**src/htm_pkg.sv**
```systemverilog
// package of constants and types for the high-resolution time measurement flow block
//**********************************************************************
// Overview of operation
// - delay code 0..3 sets pulse-pair spacing (all four codes round up to one clock cycle)
// - one stop per channel per start in max-resolution mode
// - two stop channels share one start
// - max-resolution range up to 40 us
// - trigger after 400 ns in max-resolution mode, data within 1 us
// - same datapath as resolution-adjust mode
// - range bounded by the 16-bit time counter limit of 65535 cycles
// - quiet mode processes only on trigger
// - master reset clears state, inputs wait 40 ns
//**********************************************************************
package htm_pkg;
	localparam int CLK_PERIOD_PS = 10000;
	// register byte offsets
	localparam logic [7:0] OFF_CTRL = 8'h00;
	localparam logic [7:0] OFF_MULT = 8'h04;
	localparam logic [7:0] OFF_CMD = 8'h08;
	localparam logic [7:0] OFF_STAT = 8'h0C;
	localparam logic [7:0] OFF_RES1 = 8'h10;
	localparam logic [7:0] OFF_RES2 = 8'h14;
	// control register fields
	localparam int CTRL_SPEED_LSB = 0;
	localparam int CTRL_QUIET_BIT = 2;
	localparam int CTRL_MON_BIT = 3;
	localparam logic [31:0] CTRL_RESET = 32'h0000_0000;
	localparam logic [4:0] MULT_RESET = 5'h00;
	localparam logic [4:0] MULT_MAX = 5'h1F;
	// command register bits (write one to act)
	localparam int CMD_MRESET_BIT = 0;
	localparam int CMD_TRIG_BIT = 1;
	// times
	localparam int PP_BASE_PS = 5500;
	localparam int PP_STEP_PS = 1000;
	localparam int RST_HOLD_NS = 40;
	localparam int RST_HOLD_CYC = (RST_HOLD_NS * 1000 + CLK_PERIOD_PS - 1) / CLK_PERIOD_PS;
	localparam int TRIG_HOLD_NS = 400;
	localparam int TRIG_HOLD_CYC = (TRIG_HOLD_NS * 1000 + CLK_PERIOD_PS - 1) / CLK_PERIOD_PS;
	localparam int VALID_MAX_NS = 1000;
	localparam int VALID_CYC = (VALID_MAX_NS * 1000) / CLK_PERIOD_PS;
	localparam int MRANGE_NS = 40000;
	localparam int MRANGE_CYC = (MRANGE_NS * 1000) / CLK_PERIOD_PS;
	localparam int COARSE_MAX = 32767;
	localparam int BINS_PER_COARSE = 54;
	localparam logic [22:0] RESULT_MASK = 23'h7F_FFFF;
	localparam logic [31:0] OVERRANGE = 32'h0080_0000;
	localparam int CNT_W = 16;
	typedef enum logic [1:0] {
		HTM_IDLE = 2'b00,
		HTM_ARMED = 2'b01,
		HTM_WAIT = 2'b10,
		HTM_DONE = 2'b11
	} htm_state_t;
	typedef struct packed {
		logic [1:0] speed;
		logic quiet;
		logic mon;
	} htm_cfg_t;
endpackage

```
**src/htm_top.sv**
```systemverilog
// high-resolution time measurement control with apb register access
`timescale 1ns/1ps
module htm_top
	import htm_pkg::*;
(
	// clock and reset
	input wire logic clk,
	input wire logic resetn,
	// apb slave
	input wire logic psel,
	input wire logic penable,
	input wire logic pwrite,
	input wire logic [7:0] paddr,
	input wire logic [31:0] pwdata,
	output logic [31:0] prdata,
	output logic pready,
	output logic pslverr,
	// measurement pins
	input wire logic start_in,
	input wire logic [1:0] stop_in,
	input wire logic [1:0] stop_input_disable_pin,
	input wire logic alu_trigger_in,
	// status pins
	output logic fifo1_empty_flag,
	output logic [1:0] result_valid
);
	//**********************************************************************
	// configuration and bus
	//**********************************************************************
	htm_cfg_t cfg_reg, cfg_next;
	logic [4:0] resolution_multiplier_reg, resolution_multiplier_next;
	logic [31:0] prdata_reg, prdata_next;
	logic pready_reg, pready_next;
	logic pslverr_reg, pslverr_next;
	logic mreset_cmd, sw_trig;
	logic wr_acc, rd_acc;
	logic max_res_mode;
	assign wr_acc = psel && penable && pwrite && !pready_reg;
	assign rd_acc = psel && penable && !pwrite && !pready_reg;
	assign max_res_mode = cfg_reg.mon && cfg_reg.quiet && (resolution_multiplier_reg == MULT_MAX);
	assign mreset_cmd = wr_acc && (paddr == OFF_CMD) && pwdata[CMD_MRESET_BIT];
	assign sw_trig = wr_acc && (paddr == OFF_CMD) && pwdata[CMD_TRIG_BIT];
	//**********************************************************************
	// measurement state
	//**********************************************************************
	htm_state_t state_reg, state_next;
	logic [CNT_W-1:0] time_reg, time_next;
	logic [CNT_W-1:0] holdoff_reg, holdoff_next;
	logic [CNT_W-1:0] spacing_reg, spacing_next;
	logic [CNT_W-1:0] since_stop_reg, since_stop_next;
	logic [CNT_W-1:0] valid_cnt_reg, valid_cnt_next;
	logic [1:0] hit_reg, hit_next;
	logic [31:0] raw_reg [2];
	logic [31:0] raw_next [2];
	logic [31:0] result_reg [2];
	logic [31:0] result_next [2];
	logic [1:0] result_valid_reg, result_valid_next;
	logic start_d_reg, trig_d_reg;
	logic [1:0] stop_d_reg;
	logic [CNT_W-1:0] pp_cyc;
	logic [CNT_W-1:0] range_cyc;
	logic accept, trig_edge, process_go;
	logic [1:0] stop_edge;
	// base plus extra edge-path delay rounds up to one cycle of minimum spacing for every delay code
	assign pp_cyc = CNT_W'((PP_BASE_PS + PP_STEP_PS * int'(cfg_reg.speed) + CLK_PERIOD_PS - 1)
		/ CLK_PERIOD_PS);
	assign range_cyc = max_res_mode ? CNT_W'(MRANGE_CYC) : {CNT_W{1'b1}};
	assign accept = (holdoff_reg == '0);
	assign trig_edge = alu_trigger_in && !trig_d_reg;
	// quiet processing only on trigger, and in max resolution not too soon after the last stop
	assign process_go = (trig_edge || sw_trig) && cfg_reg.quiet
		&& (!max_res_mode || since_stop_reg >= CNT_W'(TRIG_HOLD_CYC - 1));
	genvar gi;
	generate
		for (gi = 0; gi < 2; gi++)
		begin : g_edge
			assign stop_edge[gi] = stop_in[gi] && !stop_d_reg[gi] && !stop_input_disable_pin[gi];
		end
	endgenerate
	always_comb
	begin
		cfg_next = cfg_reg;
		resolution_multiplier_next = resolution_multiplier_reg;
		prdata_next = prdata_reg;
		pready_next = psel && penable && !pready_reg;
		pslverr_next = 1'b0;
		if (wr_acc)
		begin
			unique case (paddr)
				OFF_CTRL:
				begin
					cfg_next.speed = pwdata[CTRL_SPEED_LSB +: 2];
					cfg_next.quiet = pwdata[CTRL_QUIET_BIT];
					cfg_next.mon = pwdata[CTRL_MON_BIT];
				end
				OFF_MULT: resolution_multiplier_next = pwdata[4:0];
				OFF_CMD: ;
				default: pslverr_next = 1'b1;
			endcase
		end
		if (rd_acc)
		begin
			unique case (paddr)
				OFF_CTRL: prdata_next = {28'h000_0000, cfg_reg.mon, cfg_reg.quiet, cfg_reg.speed};
				OFF_MULT: prdata_next = {27'h000_0000, resolution_multiplier_reg};
				OFF_CMD: prdata_next = 32'h0000_0000;
				OFF_STAT: prdata_next = {26'h000_0000, max_res_mode, result_valid_reg, hit_reg, accept};
				OFF_RES1: prdata_next = result_reg[0];
				OFF_RES2: prdata_next = result_reg[1];
				default:
				begin
					prdata_next = 32'h0000_0000;
					pslverr_next = 1'b1;
				end
			endcase
		end
	end
	always_comb
	begin
		state_next = state_reg;
		time_next = time_reg;
		hit_next = hit_reg;
		raw_next = raw_reg;
		result_next = result_reg;
		result_valid_next = result_valid_reg;
		holdoff_next = (holdoff_reg != '0) ? holdoff_reg - 1'b1 : holdoff_reg;
		spacing_next = (spacing_reg != '0) ? spacing_reg - 1'b1 : spacing_reg;
		since_stop_next = (since_stop_reg != {CNT_W{1'b1}}) ? since_stop_reg + 1'b1 : since_stop_reg;
		valid_cnt_next = valid_cnt_reg;
		unique case (state_reg)
			HTM_IDLE:
			begin
				if (accept && start_in && !start_d_reg)
				begin
					state_next = HTM_ARMED;
					time_next = '0;
				end
			end
			HTM_ARMED:
			begin
				if (time_reg != range_cyc)
				begin
					time_next = time_reg + 1'b1;
				end
				for (int i = 0; i < 2; i++)
				begin
					// one hit per channel in max resolution; else spacing-limited multi-hit
					if (stop_edge[i] && accept && spacing_reg == '0 && !(max_res_mode && hit_reg[i]))
					begin
						hit_next[i] = 1'b1;
						raw_next[i] = (time_reg == range_cyc) ? OVERRANGE : {16'h0000, time_reg};
						spacing_next = pp_cyc;
						since_stop_next = '0;
					end
				end
				if (!cfg_reg.quiet && hit_reg != 2'b00)
				begin
					// non-quiet: processing runs after every event
					result_next = raw_reg;
					result_valid_next = hit_reg;
				end
				if (process_go)
				begin
					state_next = HTM_WAIT;
					valid_cnt_next = '0;
				end
			end
			HTM_WAIT:
			begin
				valid_cnt_next = valid_cnt_reg + 1'b1;
				if (valid_cnt_reg == CNT_W'(VALID_CYC - 1))
				begin
					// results valid inside the trigger-to-data limit
					// over-range marker in bit 23 is kept; the host masks it off
					result_next = raw_reg;
					result_valid_next = hit_reg;
					state_next = HTM_DONE;
				end
			end
			HTM_DONE: ;
		endcase
		if (mreset_cmd)
		begin
			// clear state, time, hits and results; configuration and the spacing, since-stop and valid counters are kept
			state_next = HTM_IDLE;
			hit_next = 2'b00;
			raw_next[0] = '0;
			raw_next[1] = '0;
			result_next[0] = '0;
			result_next[1] = '0;
			result_valid_next = 2'b00;
			time_next = '0;
			holdoff_next = CNT_W'(RST_HOLD_CYC);
		end
	end
	//**********************************************************************
	// registers
	//**********************************************************************
	always_ff @(posedge clk or negedge resetn)
	begin
		if (!resetn)
		begin
			cfg_reg <= htm_cfg_t'(4'h0);
			resolution_multiplier_reg <= MULT_RESET;
			prdata_reg <= 32'h0000_0000;
			pready_reg <= 1'b0;
			pslverr_reg <= 1'b0;
			state_reg <= HTM_IDLE;
			time_reg <= '0;
			holdoff_reg <= CNT_W'(RST_HOLD_CYC);
			spacing_reg <= '0;
			since_stop_reg <= '0;
			valid_cnt_reg <= '0;
			hit_reg <= 2'b00;
			raw_reg[0] <= '0;
			raw_reg[1] <= '0;
			result_reg[0] <= '0;
			result_reg[1] <= '0;
			result_valid_reg <= 2'b00;
			start_d_reg <= 1'b0;
			stop_d_reg <= 2'b00;
			trig_d_reg <= 1'b0;
			fifo1_empty_flag <= 1'b1;
			result_valid <= 2'b00;
		end
		else
		begin
			cfg_reg <= cfg_next;
			resolution_multiplier_reg <= resolution_multiplier_next;
			prdata_reg <= prdata_next;
			pready_reg <= pready_next;
			pslverr_reg <= pslverr_next;
			state_reg <= state_next;
			time_reg <= time_next;
			holdoff_reg <= holdoff_next;
			spacing_reg <= spacing_next;
			since_stop_reg <= since_stop_next;
			valid_cnt_reg <= valid_cnt_next;
			hit_reg <= hit_next;
			raw_reg <= raw_next;
			result_reg <= result_next;
			result_valid_reg <= result_valid_next;
			start_d_reg <= start_in;
			stop_d_reg <= stop_in;
			trig_d_reg <= alu_trigger_in;
			fifo1_empty_flag <= !result_valid_next[0];
			result_valid <= result_valid_next;
		end
	end
	assign prdata = prdata_reg;
	assign pready = pready_reg;
	assign pslverr = pslverr_reg;
endmodule // htm_top

```
**config.mk**
```make
export PLATFORM = sky130hd
export DESIGN_NAME = htm_top
export DESIGN_NICKNAME = d
export VERILOG_FILES = /design/src/htm_pkg.sv /design/src/htm_top.sv
export SDC_FILE = /design/constraint.sdc
export NUM_CORES = 1
export LEC_CHECK = 0
export ABC_AREA = 1
export BUFFER_PORTS_ARGS = -buffer_cell sky130_fd_sc_hd__buf_4
export CORE_ASPECT_RATIO = 0.7
export CORE_MARGIN = 4
export CORE_UTILIZATION = 50
export CTS_CLUSTER_DIAMETER = 60
export DETAILED_ROUTE_END_ITERATION = 10
export PLACE_DENSITY = 0.71
export SLEW_MARGIN = 20
export SYNTH_ARGS = -nofsm -noshare
export SYNTH_HDL_FRONTEND = slang
export SYNTH_SLANG_ARGS = --single-unit
```
**constraint.sdc**
```tcl
create_clock -name clk -period 1.64 [get_ports clk]
set_input_delay 0.164 -clock clk [delete_from_list [all_inputs] [get_ports clk]]
set_output_delay 0.164 -clock clk [all_outputs]
set_load 0.1 [all_outputs]
```
==> results_dict.tcl <==
set metrics [dict create \
    status "finished with violations" \
    violations "negative setup slack" \
    start_util_pct 51.47 \
    yosys_warnings 0 \
    dr.pass1.iters 6 \
    ff2ff_setup_slack_ns -0.38 \
    clock_path_buffers 2 \
    syn_area_mm2 0.01030 \
    arrival_ns 2.35 \
    dp_slack_ns -0.1806 \
    synthCells 1368 \
    finish.utilization_pct 75.35 \
    area_growth_pct 46.40 \
    drt-total-wl_mm 36.43 \
    p_seq_share_pct 30.8 \
    reg2reg_from "spacing_reg[1]$_DFF_PN0_" \
    worst_pin_slew_ns 0.6001 \
    critPathSlowestCell "dfrtp_1" \
    drv_cap 0 \
    htreeDepth 4 \
    crit_buf_inv 2 \
    p_leak_nw 7.378 \
    antenna_found_initial 0 \
    crit_family "simple AND/OR/NAND/NOR gates" \
    fmax_mhz 495.5 \
    critical_path_required_ns 1.97 \
    std_cell_rows 43 \
    clk_pin_slew_ns 0.09 \
    yosys.area.top_type "dfrtp_1" \
    hp-class "primary input to flop" \
    yosysMostFrequentCell "nand2_1" \
    numCtsBuffers 17 \
    dpl.hpwl_mm 18.94 \
    p_clk_share_pct 26.8 \
    die_h_um 128.1 \
    r2r_cells 9 \
    dr_total_vias 11105 \
    antenna_cells 0 \
    min_period_ns 2.018 \
    die_area_mm2 0.02300 \
    final-hold-violation-count 0 \
    synth-main-ff-cell "dfrtp_1" \
    min_from "pwdata[1]" \
    rsz0062_at_grt "yes" \
    switching_share_pct 39.65 \
    synth_top_area_share_pct 44.94 \
    portBuffers 45 \
    pin_count 88 \
    synth-edff-count 0 \
    cts_tree "yes" \
    place_congestion 0.9480 \
    die_x_um 179.6 \
    crit_path_max_incr_delay_ns 0.39 \
    hold_depth 3 \
    setup_viol 138 \
    design_area_mm2 0.01508 \
    worst_slack_ns -0.3781 \
    ant_nets 0 \
    critPathMaxFanout 37 \
    max_slew_margin_pct 59.82 \
    finClkSkew_ns 0.01872 \
    track_usage_pct 26.12 \
    insertion_delay_ns 0.47 \
    grt_remaining_overflow 0 \
    peakVddDrop_mv 0.9217 \
    r2r-end "raw_reg[5]$_DFFE_PN0P_" \
    cts.sinks 187 \
    internal-power_w 0.01015 \
    end_kind "flop" \
    startpoint_type "flop" \
    post_drt_wl_per_cell_um 18.85 \
    synthTopCellsByArea "dfrtp_1 45%, nand2_1 12%, nand3_1 6.1%" \
    worstPathCellList "inv_1 -> ha_1 -> nand4_1 -> nor2_2 -> nand3b_1 -> nor2_1 -> nand2_4 -> buf_12 -> o21ai_1" \
    core_area_mm2 0.02001 \
    final_layout_size_suffix_gt1_share_pct 34.76 \
    syn_avg_cell_area_um2 7.530 \
    path_class "flop to flop" \
    synth_common_cells "343 x nand2_1, 185 x dfrtp_1, 164 x inv_1" \
    place_area_mm2 0.01239 \
    power_density_mw_per_mm2 1116 \
    finalCritPeriodShare_pct 123.1 \
    vias_per_cell 5.745 \
    drt_iter0_markers 1465 \
    slew_violations 0 \
    root_buffer "clkbuf_16" \
    min_to "cfg_reg[3]$_DFFE_PN0P_" \
    ys_types 41 \
    synth-seq-area-share_pct 45.45 \
    grt_pass1_vias 9778 \
    async_flop_share_pct 100.0 \
    fin_nets 1716 \
    yosys_register_bits 187 \
    grt_max_degree 47 \
    drc 0 \
    power_switching_w 0.006671 \
    grt_pass1_wl_mm 49.22 \
    fillers 1232 \
    whs_ns 0.002740 \
    combPwrFrac_pct 42.4 \
]
layer usage:
layer  wire length (µm)  track usage [%]
met3               3923            4.084
met1              14510            38.69
met5                  0                0
met2              16560            40.03
met4               1437            7.568
cells in the final DEF (no fill, tap or decap), types with 4 or more instances in the layout:
cell type and instances:
buf_12 26, nand2_4 27, xor2_1 31, o22ai_1 16, buf_6 22, nor2_4 9
nand3_1 85, nand2_1 273, nor4_1 4, nor3_2 9, xnor2_1 8, nor3_1 29
ha_1 10, nand3_4 10, nor2_2 23, o21ai_2 34, dfrtp_1 183, a21oi_2 9
conb_1 15, nand3b_1 6, nand4_1 37, buf_16 9, o21ai_1 40, dlygate4sd3_1 6
nand3_2 38, o21ai_0 36, inv_4 8, inv_12 5, nor2_1 140, inv_2 9
clkinv_8 8, clkbuf_16 26, nand2_2 49, inv_1 146, buf_4 231, a21oi_1 11
worst register-to-register path, delay by kind of cell (launching register included):
family / cells / cell delay, ns
and+or+nand+nor: 5 / 0.69
DFF: 1 / 0.39
AOI/OAI and AO/OA: 1 / 0.37
buffers and inverters: 2 / 0.27
adders and majority gates: 1 / 0.18
worst max path at each step:
stage,startpoint,end,depth (start not counted)
global route,holdoff_reg[1]$_DFFE_PN0P_,raw_reg[5]$_DFFE_PN0P_,11
floorplan,pready$_DFF_PN0_,time_reg[11]$_DFFE_PN0P_,8
detailed placement,state_reg[0]$_DFFE_PN0P_,result_reg[11]$_DFFE_PN0P_,9
global placement,holdoff_reg[1]$_DFFE_PN0P_,time_reg[11]$_DFFE_PN0P_,12
CTS,holdoff_reg[1]$_DFFE_PN0P_,raw_reg[32]$_DFFE_PN0P_,11
finish,spacing_reg[1]$_DFF_PN0_,raw_reg[5]$_DFFE_PN0P_,9
metrics by stage:
stage	setup TNS [ns]	total power [W]	cells
after global routing	-33.19	0.01740	1933
final	-25.05	0.01682	1933
after floorplan	-2.211	0.007775	1382
after detailed placement	-11.35	0.009176	1829
after global placement	-6.587	0.009099	1829
after CTS	-10.84	0.01586	1895
cell families after synthesis:
| group | count (synthesis) | share of synthesized area (%) |
|---|---|---|
| AND/OR/NAND/NOR | 746 | 31.82 |
| buffers and inverters | 225 | 9.353 |
| flip-flops | 187 | 45.45 |
| AO/OA/AOI/OAI | 155 | 8.199 |
| XOR/XNOR | 39 | 3.316 |
| adder cells (fa/ha/maj) | 15 | 1.822 |
| other | 1 | 0.03640 |
power by group through the flow:
stage	registers, W	logic, W	clock network (W)
5_1_grt	0.00522	0.00744	0.00475
2_1_floorplan	0.00563	0.00215	0
3_5_place_dp	0.00525	0.00393	0
3_3_place_gp	0.00523	0.00386	0
6_report	0.00519	0.00713	0.00450
4_1_cts	0.00516	0.00625	0.00446
timing repair:
item | CTS | global route
hold buffers | 6 | 0
cloned | 12 | 15
pin swaps | 15 | 48
hold endpoints to repair | 96 | 0
buffers inserted | 16 | 29
resized for setup | 132 | 230
setup endpoints to repair | 127 | 141
cell type report:
type | count | area [µm²] | share of cell area [%]
multi-input cells | 972 | 5657 | 37.51
flip-flops and latches | 187 | 4687 | 31.08
repair buffers | 307 | 3094 | 20.52
inverters | 165 | 655.6 | 4.347
clock buffers | 17 | 425.4 | 2.821
well taps | 270 | 337.8 | 2.240
clock inverters | 15 | 224.0 | 1.485
Note: power is estimated with default switching activity, not from simulation.
